$ cat src/inc/kpi_pkg.sv
/*
 * Package for the keyboard pin interrupt block: register offsets, field
 * positions, reset values and packed carriers; all but the carriers and SYNC_STAGES are used by the design files.
 * Assumes a 32-bit APB master with word-aligned addresses.
 */
package kpi_pkg;

    // ==========================================================
    // Register map (byte addresses)
    // ==========================================================
    localparam logic [7:0] OFS_STATUS_CONTROL = 8'h00;
    localparam logic [7:0] OFS_PIN_ENABLE     = 8'h04;
    localparam logic [7:0] OFS_POLARITY       = 8'h08;
    localparam logic [7:0] OFS_PULL_ENABLE    = 8'h0c;
    localparam logic [7:0] OFS_IRQ_STATUS     = 8'h10;
    localparam logic [7:0] OFS_IRQ_MASK       = 8'h14;

    // ==========================================================
    // Status/control field positions
    // ==========================================================
    localparam int BIT_MODE  = 0;
    localparam int BIT_IRQEN = 1;
    localparam int BIT_ACK   = 2;
    localparam int BIT_FLAG  = 3;

    // Interrupt status bit positions
    localparam int IRQ_EVENT = 0;
    localparam int IRQ_SET   = 1;

    // ==========================================================
    // Reset values
    // ==========================================================
    localparam logic [7:0] RST_PIN_ENABLE = 8'h00;
    localparam logic [7:0] RST_POLARITY   = 8'h00;
    localparam logic [7:0] RST_PULL       = 8'h00;
    localparam logic [1:0] RST_IRQ_MASK   = 2'h0;

    // Number of synchroniser stages on each pin
    localparam int SYNC_STAGES = 2;

    // ==========================================================
    // Carriers
    // ==========================================================
    typedef struct packed {
        logic [7:0] pin_enable_mask;
        logic [7:0] polarity_select;
        logic       detect_mode_bit;
    } kpi_cfg_t;

    typedef struct packed {
        logic [7:0] pull_enable;
        logic [7:0] pull_up;
        logic [7:0] pull_down;
    } kpi_pull_t;

endpackage

$ cat src/hw/kpi_sync.sv
/*
 * Two-stage synchroniser bank for asynchronous keyboard pins.
 * Assumes pins are asynchronous to clk_in; only the last stage is used.
 */
`timescale 1ns/100ps

module kpi_sync #(
    parameter int WIDTH = 8
) (
    // Clock and reset
    input  wire logic             clk_in,
    input  wire logic             rst_in,
    // Pins
    input  wire logic [WIDTH-1:0] async_in,
    output logic      [WIDTH-1:0] sync_out
);

    logic [WIDTH-1:0] meta_q;
    logic [WIDTH-1:0] meta_d;
    logic [WIDTH-1:0] sync_q;
    logic [WIDTH-1:0] sync_d;

    // ==========================================================
    // Next values
    // ==========================================================
    always_comb
    begin
        meta_d = async_in;
        sync_d = meta_q;
    end

    // Stage registers
    always_ff @(posedge clk_in)
    begin
        if (rst_in)
        begin
            meta_q <= '0;
            sync_q <= '0;
        end
        else
        begin
            meta_q <= meta_d;
            sync_q <= sync_d;
        end
    end

    assign sync_out = sync_q;

endmodule // kpi_sync

$ cat src/hw/kpi_keyboard_interrupt_unit.sv
/*
 * Keyboard pin interrupt unit: per-pin enable and polarity, edge or
 * edge-and-level detection, shared event flag with acknowledge, pull control
 * and an APB register slave with sticky interrupt status and mask.
 * Assumes pins are asynchronous to clk_in and the APB master is on clk_in.
 */
// Design decisions made here: the placing of the registers and the APB interface to the registers.
// What this block does
// - Up to eight pins, each individually enabled
// - Polarity bit picks falling/low or rising/high
// - One mode bit: edge or edge-and-level
// - Falling edge: sampled one then zero
// - Rising edge: sampled zero then one
// - New edge only after all pins deasserted
// - Edge mode: valid edge sets shared flag
// - Flag with enable requests processor interrupt
// - Edge mode: acknowledge write clears flag
// - Level mode: edge or asserted level sets flag
// - Level mode: ack clears only when deasserted
// - Pull enabled: pullup at polarity zero, else pulldown
// - Eight pins, independently enabled sources
// - Flag bit3, ack bit2, enable bit1, mode bit0
// - Mode zero edge only, one edge-and-level
// - Ack reads zero; flag ignores writes
`timescale 1ns/100ps

module kpi_keyboard_interrupt_unit #(
    parameter int PINS = 8
) (
    // Clock and reset
    input  wire logic            clk_in,
    input  wire logic            rst_in,
    // APB slave
    input  wire logic            psel_in,
    input  wire logic            penable_in,
    input  wire logic            pwrite_in,
    input  wire logic [7:0]      paddr_in,
    input  wire logic [31:0]     pwdata_in,
    input  wire logic [3:0]      pstrb_in,
    output logic      [31:0]     prdata_out,
    output logic                 pready_out,
    output logic                 pslverr_out,
    // Keyboard pins
    input  wire logic [PINS-1:0] key_pin_in,
    // Pull resistor control per pin
    output logic      [PINS-1:0] pull_up_out,
    output logic      [PINS-1:0] pull_down_out,
    // Interrupts
    output logic                 key_irq_out,
    output logic                 irq_out
);

    // ==========================================================
    // Elaboration check
    // ==========================================================
    if (PINS < 1 || PINS > 8)
    begin : g_bad_pins
        $error("PINS must be between 1 and 8");
    end

    // ==========================================================
    // Register state
    // ==========================================================
    logic [PINS-1:0] pin_enable_mask_q, pin_enable_mask_d;
    logic [PINS-1:0] polarity_select_q, polarity_select_d;
    logic [PINS-1:0] pull_enable_q,     pull_enable_d;
    logic            detect_mode_q,     detect_mode_d;
    logic            key_irq_enable_q,  key_irq_enable_d;
    logic            key_event_flag_q,  key_event_flag_d;
    logic            armed_q,           armed_d;
    logic [PINS-1:0] prev_q,            prev_d;
    logic [1:0]      irq_status_q,      irq_status_d;
    logic [1:0]      irq_mask_q,        irq_mask_d;
    logic [31:0]     prdata_q,          prdata_d;

    logic [PINS-1:0] pin_sync;
    logic [PINS-1:0] asserted_now;
    logic [PINS-1:0] asserted_prev;
    logic            any_edge;
    logic            any_level;
    logic            detect;
    logic            wr_en;
    logic            rd_en;
    logic            ack_wr;
    logic            addr_ok;
    logic            flag_rise;

    // Zero-extends a PINS-wide field into a bus word
    function automatic logic [31:0] ext_word(input logic [PINS-1:0] v);
        logic [31:0] w;
        w = '0;
        w[PINS-1:0] = v;
        return w;
    endfunction

    // Writable low byte taken under its byte strobe
    function automatic logic [PINS-1:0] take_low(input logic [PINS-1:0] old,
                                                 input logic [31:0] data,
                                                 input logic [3:0] strb);
        return strb[0] ? data[PINS-1:0] : old;
    endfunction

    // ==========================================================
    // Pin synchroniser
    // ==========================================================
    kpi_sync #(
        .WIDTH    (PINS)
    ) u_sync (
        .clk_in   (clk_in),
        .rst_in   (rst_in),
        .async_in (key_pin_in),
        .sync_out (pin_sync)
    );

    // ==========================================================
    // Detection
    // ==========================================================
    // Asserted level per pin follows polarity; disabled pins never assert
    always_comb
    begin
        asserted_now  = (pin_sync ^ ~polarity_select_q) & pin_enable_mask_q;
        asserted_prev = (prev_q ^ ~polarity_select_q) & pin_enable_mask_q;
        // Deasserted one cycle, asserted the next
        any_edge      = armed_q && |(asserted_now & ~asserted_prev);
        any_level     = |asserted_now;
        detect        = detect_mode_q ? (any_edge || any_level) : any_edge;
    end

    // ==========================================================
    // APB decode
    // ==========================================================
    always_comb
    begin
        wr_en   = psel_in && penable_in && pwrite_in;
        rd_en   = psel_in && !penable_in && !pwrite_in;
        addr_ok = (paddr_in[1:0] == 2'h0) &&
                  (paddr_in == kpi_pkg::OFS_STATUS_CONTROL ||
                   paddr_in == kpi_pkg::OFS_PIN_ENABLE ||
                   paddr_in == kpi_pkg::OFS_POLARITY ||
                   paddr_in == kpi_pkg::OFS_PULL_ENABLE ||
                   paddr_in == kpi_pkg::OFS_IRQ_STATUS ||
                   paddr_in == kpi_pkg::OFS_IRQ_MASK);
        ack_wr  = wr_en && pstrb_in[0] && paddr_in == kpi_pkg::OFS_STATUS_CONTROL &&
                  pwdata_in[kpi_pkg::BIT_ACK];
    end

    // ==========================================================
    // Next register values
    // ==========================================================
    always_comb
    begin
        pin_enable_mask_d = pin_enable_mask_q;
        polarity_select_d = polarity_select_q;
        pull_enable_d     = pull_enable_q;
        detect_mode_d     = detect_mode_q;
        key_irq_enable_d  = key_irq_enable_q;
        irq_mask_d        = irq_mask_q;
        prdata_d          = prdata_q;

        if (wr_en && pstrb_in[0])
        begin
            unique case (paddr_in)
                kpi_pkg::OFS_STATUS_CONTROL:
                begin
                    // Flag bit ignores writes
                    detect_mode_d    = pwdata_in[kpi_pkg::BIT_MODE];
                    key_irq_enable_d = pwdata_in[kpi_pkg::BIT_IRQEN];
                end
                kpi_pkg::OFS_PIN_ENABLE:  pin_enable_mask_d = take_low(pin_enable_mask_q, pwdata_in, pstrb_in);
                kpi_pkg::OFS_POLARITY:    polarity_select_d = take_low(polarity_select_q, pwdata_in, pstrb_in);
                kpi_pkg::OFS_PULL_ENABLE: pull_enable_d     = take_low(pull_enable_q, pwdata_in, pstrb_in);
                kpi_pkg::OFS_IRQ_MASK:    irq_mask_d        = pwdata_in[1:0];
                default: ;
            endcase
        end

        // Read data captured in the setup cycle, shown in the access cycle
        if (rd_en)
        begin
            unique case (paddr_in)
                kpi_pkg::OFS_STATUS_CONTROL:
                begin
                    prdata_d = 32'h0000_0000;
                    prdata_d[kpi_pkg::BIT_FLAG]  = key_event_flag_q;
                    prdata_d[kpi_pkg::BIT_IRQEN] = key_irq_enable_q;
                    prdata_d[kpi_pkg::BIT_MODE]  = detect_mode_q;
                end
                kpi_pkg::OFS_PIN_ENABLE:  prdata_d = ext_word(pin_enable_mask_q);
                kpi_pkg::OFS_POLARITY:    prdata_d = ext_word(polarity_select_q);
                kpi_pkg::OFS_PULL_ENABLE: prdata_d = ext_word(pull_enable_q);
                kpi_pkg::OFS_IRQ_STATUS:  prdata_d = {30'h0, irq_status_q};
                kpi_pkg::OFS_IRQ_MASK:    prdata_d = {30'h0, irq_mask_q};
                default:                  prdata_d = 32'h0000_0000;
            endcase
        end
    end

    // ==========================================================
    // Flag, arming and event status next values
    // ==========================================================
    always_comb
    begin
        prev_d = pin_sync;
        // Re-arm once every enabled pin is deasserted
        if (!any_level)
            armed_d = 1'b1;
        else if (any_edge)
            armed_d = 1'b0;
        else
            armed_d = armed_q;

        key_event_flag_d = key_event_flag_q;
        if (ack_wr && !(detect_mode_q && any_level))
            key_event_flag_d = 1'b0;
        if (detect)
            key_event_flag_d = 1'b1;

        flag_rise    = key_event_flag_d && !key_event_flag_q;
        irq_status_d = irq_status_q;
        if (wr_en && pstrb_in[0] && paddr_in == kpi_pkg::OFS_IRQ_STATUS)
            irq_status_d = irq_status_q & ~pwdata_in[1:0];
        if (any_edge)
            irq_status_d[kpi_pkg::IRQ_EVENT] = 1'b1;
        if (flag_rise)
            irq_status_d[kpi_pkg::IRQ_SET] = 1'b1;
    end

    // ==========================================================
    // Registers
    // ==========================================================
    always_ff @(posedge clk_in)
    begin
        if (rst_in)
        begin
            pin_enable_mask_q <= kpi_pkg::RST_PIN_ENABLE[PINS-1:0];
            polarity_select_q <= kpi_pkg::RST_POLARITY[PINS-1:0];
            pull_enable_q     <= kpi_pkg::RST_PULL[PINS-1:0];
            detect_mode_q     <= 1'b0;
            key_irq_enable_q  <= 1'b0;
            key_event_flag_q  <= 1'b0;
            armed_q           <= 1'b0;
            prev_q            <= '0;
            irq_status_q      <= 2'h0;
            irq_mask_q        <= kpi_pkg::RST_IRQ_MASK;
            prdata_q          <= 32'h0000_0000;
        end
        else
        begin
            pin_enable_mask_q <= pin_enable_mask_d;
            polarity_select_q <= polarity_select_d;
            pull_enable_q     <= pull_enable_d;
            detect_mode_q     <= detect_mode_d;
            key_irq_enable_q  <= key_irq_enable_d;
            key_event_flag_q  <= key_event_flag_d;
            armed_q           <= armed_d;
            prev_q            <= prev_d;
            irq_status_q      <= irq_status_d;
            irq_mask_q        <= irq_mask_d;
            prdata_q          <= prdata_d;
        end
    end

    // ==========================================================
    // Outputs
    // ==========================================================
    assign pull_up_out   = pull_enable_q & ~polarity_select_q;
    assign pull_down_out = pull_enable_q & polarity_select_q;
    assign key_irq_out   = key_event_flag_q && key_irq_enable_q;
    assign irq_out       = |(irq_status_q & irq_mask_q);
    assign pready_out    = 1'b1;                                                 // Zero wait states
    assign pslverr_out   = psel_in && penable_in && !addr_ok;
    assign prdata_out    = prdata_q;

endmodule // kpi_keyboard_interrupt_unit

$ cat config.mk
export PLATFORM = sky130hd
export DESIGN_NAME = kpi_keyboard_interrupt_unit
export DESIGN_NICKNAME = d
export VERILOG_FILES = /design/src/inc/kpi_pkg.sv /design/src/hw/kpi_sync.sv /design/src/hw/kpi_keyboard_interrupt_unit.sv
export SDC_FILE = /design/constraint.sdc
export NUM_CORES = 1
export LEC_CHECK = 0
export CAP_MARGIN = 40
export CORE_ASPECT_RATIO = 1.2
export CORE_UTILIZATION = 45
export CTS_CLUSTER_DIAMETER = 100
export DETAILED_ROUTE_END_ITERATION = 8
export DONT_BUFFER_PORTS = 1
export GPL_TIMING_DRIVEN = 0
export PLACE_DENSITY_LB_ADDON = 0.2
export SLEW_MARGIN = 15
export SYNTH_ARGS = -nofsm -noshare
export SYNTH_HDL_FRONTEND = slang
export SYNTH_SLANG_ARGS = --single-unit
$ cat constraint.sdc
create_clock -name clk_in -period 2.7 [get_ports clk_in]
set_input_delay 0.135 -clock clk_in [delete_from_list [all_inputs] [get_ports clk_in]]
set_output_delay 0.135 -clock clk_in [all_outputs]
set_load 0.005 [all_outputs]
* After elaboration in Yosys (flattened, before gate mapping) *
Index checks and enable logic that the tools add are counted.

word-level totals
  output and inout port bits = 52
  latch bits = 0
  bits in read-only memories = 0
  bits in registers = 88
  bits in writable memories = 0
  input port bits = 57
  word-level logic and storage cells = 79
  memories = 0

operators by class
  reductions and logical operators = 38
  $mul = 0
  equality and inequality tests = 6
  $lt $le $gt $ge = 0
  mux-type cells = 9
  add/subtract/negate cells = 0
  bitwise gates (word level) = 12
  divide/modulo/power cells = 0
  shift-type cells = 0

operators by type and width
  operator                                        number
  one-hot mux 8 bit (6 select lines)              1
  AND 8 bit                                       5
  == test 8 x 4 -> 1 bit (second input constant)  2
  == test 8 x 5 -> 1 bit (second input constant)  2
  inverter 8 bit                                  2
  OR reduction 8 bit                              2
  bitwise XOR 8 bit                               2
  logical AND 1 bit                               15
  AND reduction 3 bit                             3
  == test 8 x 3 -> 1 bit (second input constant)  1
  zero test 8 bit                                 1
  2-to-1 mux 1 bit                                7
  logical OR 1 bit                                6
  zero test 1 bit                                 5
  AND 2 bit                                       2
  AND reduction 2 bit                             2
  nonzero test 2 bit                              2
  zero test 2 bit                                 1
  2-to-1 mux 2 bit                                1
  inequality test 2 bit (second input constant)   1
  inverter 2 bit                                  1
  OR reduction 2 bit                              1

* Longest topological paths before layout *
Gate-level depths: netlist (run 1).

  depth after elaboration = 12
  depth in mapped cells = 6
  gate-level depth less buffers = 5

* Hierarchy *
Synthesis (run 1) repeated with hierarchy kept, for this count alone.

unflattened totals
  cell total of the unflattened synthesis = 343
  area total of the unflattened synthesis = 3061.7 µm²

modules (own cells, without submodules)
  module                       instances  cells each  area an instance (µm²)
  kpi_keyboard_interrupt_unit  1          310         2597.5
  kpi_sync                     1          33          464.2

* Worst setup path before layout (run 1) *
Ideal clock, no wire load.

  kind = reg2reg
  start point = register polarity_select_q[6]
  end point = register irq_status_q[0]
  required time = 2.568 ns
  arrival = 1.182 ns
  stages on the path, launching flop included = 6
  setup slack = 1.386 ns
  library setup time = 0.132 ns
  path buffers = 0
  path through = dfxtp_1 > and4b_1 > nor4_1 > nand4_1 > o21ai_1 > a21oi_1

on the way
  longest elaborated chain between the ends = 8
  elaborated cells on any way between the ends = 11
  those cells by class = 1 x mux; 7 x bitwise; 3 x reduce/logical

ends and longest elaborated chain
  element                                                        line                                                                    RTL
  from (decl)                                                    kpi_keyboard_interrupt_unit.sv:65                                       logic [PINS-1:0] polarity_select_q, polarity_select_d;
  from (signal assigned)                                         kpi_keyboard_interrupt_unit.sv:236                                      polarity_select_q <= kpi_pkg::RST_POLARITY[PINS-1:0];
  from (signal assigned)                                         kpi_keyboard_interrupt_unit.sv:250                                      polarity_select_q <= polarity_select_d;
  inverter 8 bit (*)                                             kpi_keyboard_interrupt_unit.sv:121, kpi_keyboard_interrupt_unit.sv:122
  bitwise XOR 8 bit                                              kpi_keyboard_interrupt_unit.sv:122                                      asserted_prev = (prev_q ^ ~polarity_select_q) & pin_enable_mask_q;
  AND 8 bit                                                      kpi_keyboard_interrupt_unit.sv:122
  inverter 8 bit                                                 kpi_keyboard_interrupt_unit.sv:124                                      any_edge = armed_q && |(asserted_now & ~asserted_prev);
  AND 8 bit (*)                                                  kpi_keyboard_interrupt_unit.sv:124
  OR reduction 8 bit (*)                                         kpi_keyboard_interrupt_unit.sv:124
  logical AND 1 bit (*)                                          kpi_keyboard_interrupt_unit.sv:124
  2-to-1 mux 1 bit / nonzero test 2 bit (equally long branches)  n/a
  to (signal assigned)                                           kpi_keyboard_interrupt_unit.sv:257                                      irq_status_q <= irq_status_d;
  to (decl)                                                      kpi_keyboard_interrupt_unit.sv:72                                       logic [1:0] irq_status_q, irq_status_d;

Every way passes the cells marked *; elsewhere a longest branch is shown, timed or not.
A chain may end at the register's enable or synchronous reset.

* Final worst setup path (run 1) *
Ends and elaborated chain as after synthesis.

==> impl_metrics.py, run 1 <==
metrics = {
    "route": {
        "firstDrtPassIters": 4,
        "drt-initial-drc-count": 180,
        "vias_per_cell": 5.173,
        "drc_errors": 0,
        "antenna_left": 0,
        "vias": 2452,
        "finalWirelength_um": 6648,
        "post_drt_wl_per_cell_um": 14.03,
    },
    "critical_path": {
        "path_class": "reg2reg",
        "cp.arrival_ns": 1.80,
        "worstSetupEndpointType": "register",
        "critPathMaxStageDelay_ns": 0.39,
        "start_kind": "register",
        "worstPathRequired_ns": 2.90,
        "worstPathMaxFanout": 7,
        "crit_path_top_delay_cell": "dfxtp_1",
        "crit_chain": "and4b_1 -> nor4_1 -> nand4_1 -> o21ai_1 -> a21oi_1",
    },
    "synthesis": {
        "synth_top_area_share_pct": 42.42,
        "synth_top_family_by_area": "simple AND/OR/NAND/NOR gates",
        "synthMuxAreaShare_pct": 3.314,
        "synth.avg_cell_area_um2": 9.043,
        "yosysMostFrequentCell": "dfxtp_1",
        "ys_seq_area_share_pct": 42.42,
        "async_flop_share_pct": 0,
        "syn-cell-area_um2": 3020,
        "synth_xor_area_share_pct": 2.320,
        "yosys-top-cells-area": "dfxtp_1 42%, buf_4 6.7%, nor2b_1 6.6%",
        "synth_fa_ha_area_share_pct": 0,
        "synth_commonest_cells": "64 x dfxtp_1, 35 x nand2_1, 32 x nor2b_1",
        "syn_inst": 334,
        "ys.flop_type": "dfxtp_1",
        "yosys.area.top_type": "dfxtp_1",
        "synth_edf_count": 0,
        "synth_compound_area_share_pct": 12.22,
        "yosys.area_share.simple_pct": 29.99,
        "yosys_warnings": 0,
        "synth-seq-cells": 64,
        "ys_types": 44,
    },
    "outcome": {
        "status": "completed",
    },
    "die": {
        "die_width_um": 76.79,
        "die-area_um2": 7045,
        "die_height_um": 91.75,
        "start_util_pct": 46.86,
        "io_pins": 109,
        "core_area_um2": 6446,
        "row_count": 32,
    },
    "clocking": {
        "cts-root-buf": "clkbuf_8",
        "clk_pin_slew_worst_paths_ns": 0.07,
        "clkSinkCount": 64,
        "cts_made_buffers": 9,
        "cts_tree": "built",
        "h-tree-depth": 3,
        "cts_max_path_buffers": 2,
        "clk_latency_ns": 0.35,
    },
    "sta": {
        "finalMaxSlewViolations": 0,
        "fin_crit_sh_pct": 59.04,
        "rsz0062_at_grt": "false",
        "hold_viol": 0,
        "finClkSkew_ns": 0.01205,
        "tightestPinTransition_ns": 0.5573,
        "setup_viol": 0,
        "fmax_mhz": 627.3,
        "timing.final.crit_period_ns": 1.594,
        "slew_headroom_pct": 62.85,
        "setup-tns-final_ns": 0,
    },
    "final_layout": {
        "seqCellArea_um2": 1281,
        "area_growth_syn_to_layout_pct": 19.30,
        "final_cell_area_um2": 3603,
        "multiInputGateArea_um2": 1539,
        "drive_above_1_share_pct": 13.88,
        "instances_no_fill": 474,
        "fin_nets": 441,
        "fin_util_pct": 55.90,
        "antenna_cells": 0,
        "nFillCells": 612,
    },
    "grt": {
        "grt_pass1_wl_um": 10950,
        "track_usage_pct": 20.24,
        "grt_remaining_overflow": 0,
        "grt_start_max_net_pins": 13,
        "antenna_found_initial": 0,
        "grt_pass1_vias": 2283,
    },
    "pwr": {
        "leakage_nw": 1.322,
        "ir_worst_vdd_mv": 0.3974,
        "total_power_mw": 2.012,
        "p_switching_mw": 0.4460,
        "powerDensity_nw_per_um2": 558.4,
        "comb_power_share_pct": 5.6,
        "power.share.clock_pct": 46.4,
        "pwr-share-seq_pct": 48.0,
        "swShare_pct": 22.17,
        "p_int_mw": 1.566,
    },
    "placed_design": {
        "post_dp_cell_area_um2": 3213,
        "globalplace.congestion": 0.8550,
        "place_hpwl_um": 4894,
        "io_buffers": 0,
        "dp.cells": 442,
    },
    "job": {
        "maxCapViolCount": 0,
    },
    "min_path": {
        "hold_path_class": "in2reg",
    },
}
==> repair_timing <==
action,4_1_cts,5_1_grt
gates resized for setup,0,0
hold buffers,16,0
buffers inserted,0,0
endpoints found under the hold margin,37,0
==> logic make-up after synthesis <==
logic type,after synthesis
AO/OA/AOI/OAI,56
XOR/XNOR,8
buffers and inverters,43
flip-flops,64
multiplexers,10
other,2
AND/OR/NAND/NOR,151
==> worst paths after layout <==
| check | startpoint | endpoint | slack, ns | cells after the start |
|---|---|---|---|---|
| max | polarity_select_q[6]$_SDFFE_PP0P_ | irq_status_q[0]$_SDFFE_PP0P_ | 1.11 | 5 |
| min | penable_in | prdata_out[1]$_SDFFE_PP0P_ | 0.02 | 3 |
| max reg2reg | polarity_select_q[6]$_SDFFE_PP0P_ | irq_status_q[0]$_SDFFE_PP0P_ | 1.11 | 5 |
| min reg2reg | u_sync.meta_q[2]$_SDFF_PP0_ | u_sync.sync_out[2]$_SDFF_PP0_ | 0.44 | 1 |
==> sequential cells by signal, indices dropped and copies added, names as in the netlist <==
signal             count
polarity_select_q      8
detect_mode_q          1
pin_enable_mask_q      8
prdata_out             8
key_event_flag_q       1
key_irq_enable_q       1
armed_q                1
irq_mask_q             2
u_sync.meta_q          8
irq_status_q           2
pull_enable_q          8
prev_q                 8
u_sync.sync_out        8
==> metrics by stage <==
| stage | worst slack, ns | hold slack, ns |
|---|---|---|
| finish | 1.106 | 0.02015 |
| global route | 0.9207 | 0.03140 |
| CTS | 1.104 | 0.007412 |
| detailed placement | 1.080 | 0.2690 |
| global placement | 1.110 | 0.2657 |
| floorplan | 1.386 | 0.2632 |
==> layer usage <==
metal  vias up  wire, um  GRT usage, %  part of all wire [%]
li1       1234         -             -                     -
met2       100      3287         34.52                    49
met4         0        97         11.06                   1.5
met3         9       449         5.274                   6.8
met5         -         0             0                     0
met1      1109      2813         22.86                    42
==> layout by cell type, fill, tap and decap left out, drive strengths merged, types with 3 or more instances in the layout <==
| master | count |
|---|---|
| nor3b | 3 |
| nor4bb | 6 |
| dfxtp | 64 |
| nor2 | 15 |
| and2 | 10 |
| conb | 25 |
| inv | 4 |
| nor4 | 4 |
| nand2 | 35 |
| a21oi | 22 |
| o21ai | 11 |
| and4b | 4 |
| buf | 31 |
| dlygate4sd3 | 16 |
| and3 | 4 |
| a22oi | 8 |
| nand3 | 22 |
| xnor2 | 8 |
| a221oi | 3 |
| nand4 | 4 |
| mux2i | 10 |
| clkbuf | 18 |
| nand4b | 3 |
| nor2b | 32 |
| a222oi | 5 |
==> critical path: cells and delay by family, from the launching register on <==
family          cells  cell delay [ns]
compound gates      2             0.41
flops               1             0.39
simple gates        3             0.65
==> power by group through the flow <==
stage | Combinational (mW) | Clock (mW) | Sequential (mW)
6_report | 0.113 | 0.934 | 0.966
3_5_place_dp | 0.0887 | 0 | 0.988
2_1_floorplan | 0.0765 | 0 | 0.986
4_1_cts | 0.112 | 0.958 | 0.966
3_3_place_gp | 0.0880 | 0 | 0.987
5_1_grt | 0.125 | 1.00 | 0.967
==> area by class of cell <==
type | count | area share, %
clock inverter | 6 | 2.569
sequential | 64 | 35.56
clock buffer | 10 | 3.819
buffer | 39 | 7.535
multi-input combinational | 250 | 42.71
tap | 85 | 2.951
inverter | 4 | 0.4167
timing repair buffer | 16 | 4.444
Power figures use the tool's default switching activity.
==> run 2, diff against run 1 <==
ABC_AREA = 1   (was not set)
clock period = 1.4 ns   (was 2.7 ns; I/O delays follow)
==> run 2 against run 1 <==
Sequential share of layout area decreased by 1.2 points. Maximum frequency rose by 20%. Core utilization is 0.27 points lower. Count of clock-buffer cells in the layout rose by 4. Hold slack better by 0.024 ns. Sequential power up 92%. Global-route usage increased by 2.1 points. Area after synthesis is 4.1% higher. Critical path type unchanged. Largest cell class unchanged.
==> impl_metrics.py, run 2 <==
metrics = {
    "die": {
        "row_count": 33,
        "core_area_um2": 6813,
        "die_width_um": 78.31,
        "start_util_pct": 46.15,
        "io_pins": 109,
        "die-area_um2": 7327,
        "die_height_um": 93.57,
    },
    "clocking": {
        "cts_made_buffers": 9,
        "cts-root-buf": "clkbuf_8",
        "clk_pin_slew_worst_paths_ns": 0.07,
        "h-tree-depth": 3,
        "cts_tree": "built",
        "clkSinkCount": 64,
        "clk_latency_ns": 0.34,
        "cts_max_path_buffers": 2,
    },
    "grt": {
        "antenna_found_initial": 0,
        "grt_remaining_overflow": 0,
        "grt_start_max_net_pins": 11,
        "grt_pass1_wl_um": 12160,
        "grt_pass1_vias": 2602,
        "track_usage_pct": 22.35,
    },
    "pwr": {
        "powerDensity_nw_per_um2": 1043,
        "leakage_nw": 1.753,
        "ir_worst_vdd_mv": 0.7550,
    },
    "final_layout": {
        "antenna_cells": 0,
        "instances_no_fill": 613,
        "multiInputGateArea_um2": 1409,
        "drive_above_1_share_pct": 13.31,
        "nFillCells": 694,
        "area_growth_syn_to_layout_pct": 20.53,
        "layout_commonest_cell": "nand2_1",
        "mostFrequentLayoutCells": "100 x nand2_1, 77 x inv_1, 59 x nor2_1",
        "fin_nets": 578,
        "seqCellArea_um2": 1301,
    },
    "placed_design": {
        "io_buffers": 0,
        "dp.cells": 579,
        "globalplace.congestion": 0.8291,
        "place_hpwl_um": 5499,
    },
    "critical_path": {
        "rr_worst_depth": 10,
        "cp.arrival_ns": 1.56,
        "critPathMaxStageDelay_ns": 0.37,
        "worstPathRequired_ns": 1.64,
        "crit_path_top_delay_cell": "dfxtp_4",
        "worstSetupEndpointType": "register",
        "worstPathMaxFanout": 7,
        "r2r-start": "polarity_select_q[7]$_SDFFE_PP0P_",
        "ff2ff_setup_slack_ns": 0.08,
        "path_class": "reg2reg",
        "start_kind": "register",
        "crit_chain": "inv_1 -> nand2_1 -> nand3_1 -> nand2_1 -> nor2_1 -> nand2_1 -> a21oi_2 -> nand2_1 -> nand3_1 -> nand2_1",
        "rr_endpoint": "irq_status_q[1]$_SDFFE_PP0P_",
        "cpMostUsedCell": "nand2_1",
    },
    "min_path": {
        "hold_path_class": "in2reg",
        "hold-path-endpoint": "irq_status_q[1]$_SDFFE_PP0P_",
        "hold_start": "paddr_in[4]",
        "hold_path_depth": 5,
    },
    "route": {
        "drc_errors": 0,
        "drt-initial-drc-count": 181,
        "met1_length_um": 3240,
        "top_layer_used": "met4",
        "routed-wl-met3_um": 575,
        "finalWirelength_um": 7695,
        "vias": 2967,
        "post_drt_wl_per_cell_um": 12.55,
        "antenna_left": 0,
        "vias_per_cell": 4.840,
        "firstDrtPassIters": 4,
        "wl_met2_um": 3648,
    },
    "synthesis": {
        "syn-cell-area_um2": 3144,
        "synth_edf_count": 0,
        "ys_types": 28,
        "ys_seq_area_share_pct": 40.75,
        "yosys-top-cells-area": "dfxtp_1 41%, nand2_1 12%, inv_1 9.4%",
        "yosys_warnings": 0,
        "ys.flop_type": "dfxtp_1",
        "yosys.area.top_type": "dfxtp_1",
        "syn_inst": 469,
        "async_flop_share_pct": 0,
        "synth_top_area_share_pct": 40.75,
        "synth-seq-cells": 64,
        "synth_commonest_cells": "100 x nand2_1, 79 x inv_1, 64 x dfxtp_1",
        "synth.avg_cell_area_um2": 6.704,
        "yosysMostFrequentCell": "nand2_1",
    },
    "sta": {
        "hold-worst-slack_ns": 0.04422,
        "timing.final.crit_period_ns": 1.323,
        "setup_viol": 0,
        "hold_viol": 0,
        "slew_headroom_pct": 59.07,
        "fin_crit_sh_pct": 94.50,
        "finalMaxSlewViolations": 0,
        "rsz0062_at_grt": "true",
        "fmax_mhz": 755.9,
        "tightestPinTransition_ns": 0.6139,
        "finClkSkew_ns": 0.009506,
    },
    "outcome": {
        "status": "completed",
    },
    "job": {
        "maxCapViolCount": 0,
    },
}
[run 2: logic make-up after synthesis]
kind of cell           count (synthesis)  synth area share [%]
other                                  2                0.2388
buffers and inverters                118                 17.83
and+or+nand+nor                      203                 27.22
AOI/OAI and AO/OA                     82                 13.97
DFF                                   64                 40.75
[run 2: area by class of cell]
| type | instances | share of cell area (%) |
|---|---|---|
| multi-input cells | 310 | 37.17 |
| flip-flops and latches | 64 | 34.33 |
| inverters | 82 | 8.121 |
| plain buffers | 36 | 6.669 |
| repair buffers | 18 | 4.688 |
| clock buffers | 14 | 4.556 |
| well taps | 87 | 2.872 |
| clock inverters | 2 | 1.585 |
[run 2: layer usage]
layer	up-vias	track usage (%)
met3	20	5.561
met4	0	11.73
met2	117	35.75
met1	1319	27.60
li1	1511	-
met5	-	0
[run 2: where the power goes]
part,switching (mW),leakage (nW),internal [mW]
combinational,0.146,1.11,0.115
clock,0.686,0.117,1.15
sequential,0.0110,0.525,1.84
total,0.844,1.75,3.11
[run 2: worst max-delay path: cells and delay by family (launching register included)]
family,cells,cell delay (ns)
simple gates,8,0.62
flops,1,0.37
compound gates,1,0.15
buf+inv,1,0.09
[run 2: what timing repair did]
item                                   CTS  global route
resized for setup                        4            17
pin swaps                                0             3
setup endpoints to repair                1            17
endpoints found under the hold margin   38             0
buffers inserted                         0             1
hold buffers                            17             0
[run 2: stage by stage]
step	area (um^2)	utilization [%]	setup WS (ns)	total power, mW	TNS [ns]
global placement	3339	49.02	-0.1128	2.108	-0.4454
CTS	3747	55.00	0.02732	3.975	0
floorplan	3231	-	0.2025	2.072	0
finish	3790	55.63	0.07707	3.952	0
detailed placement	3339	49.02	-0.1505	2.111	-0.6983
global route	3790	55.63	-0.03892	4.102	-0.05011
[run 2: worst max path at each step]
stage | startpoint | end | slack [ns] | depth (start not counted)
3_5_place_dp | paddr_in[0] | polarity_select_q[2]$_SDFFE_PP0P_ | -0.15 | 7
2_1_floorplan | polarity_select_q[1]$_SDFFE_PP0P_ | irq_status_q[1]$_SDFFE_PP0P_ | 0.20 | 11
5_1_grt | polarity_select_q[7]$_SDFFE_PP0P_ | irq_status_q[1]$_SDFFE_PP0P_ | -0.04 | 10
6_report | polarity_select_q[7]$_SDFFE_PP0P_ | irq_status_q[1]$_SDFFE_PP0P_ | 0.08 | 10
4_1_cts | paddr_in[3] | pin_enable_mask_q[3]$_SDFFE_PP0P_ | 0.03 | 8
3_3_place_gp | paddr_in[0] | polarity_select_q[2]$_SDFFE_PP0P_ | -0.11 | 7
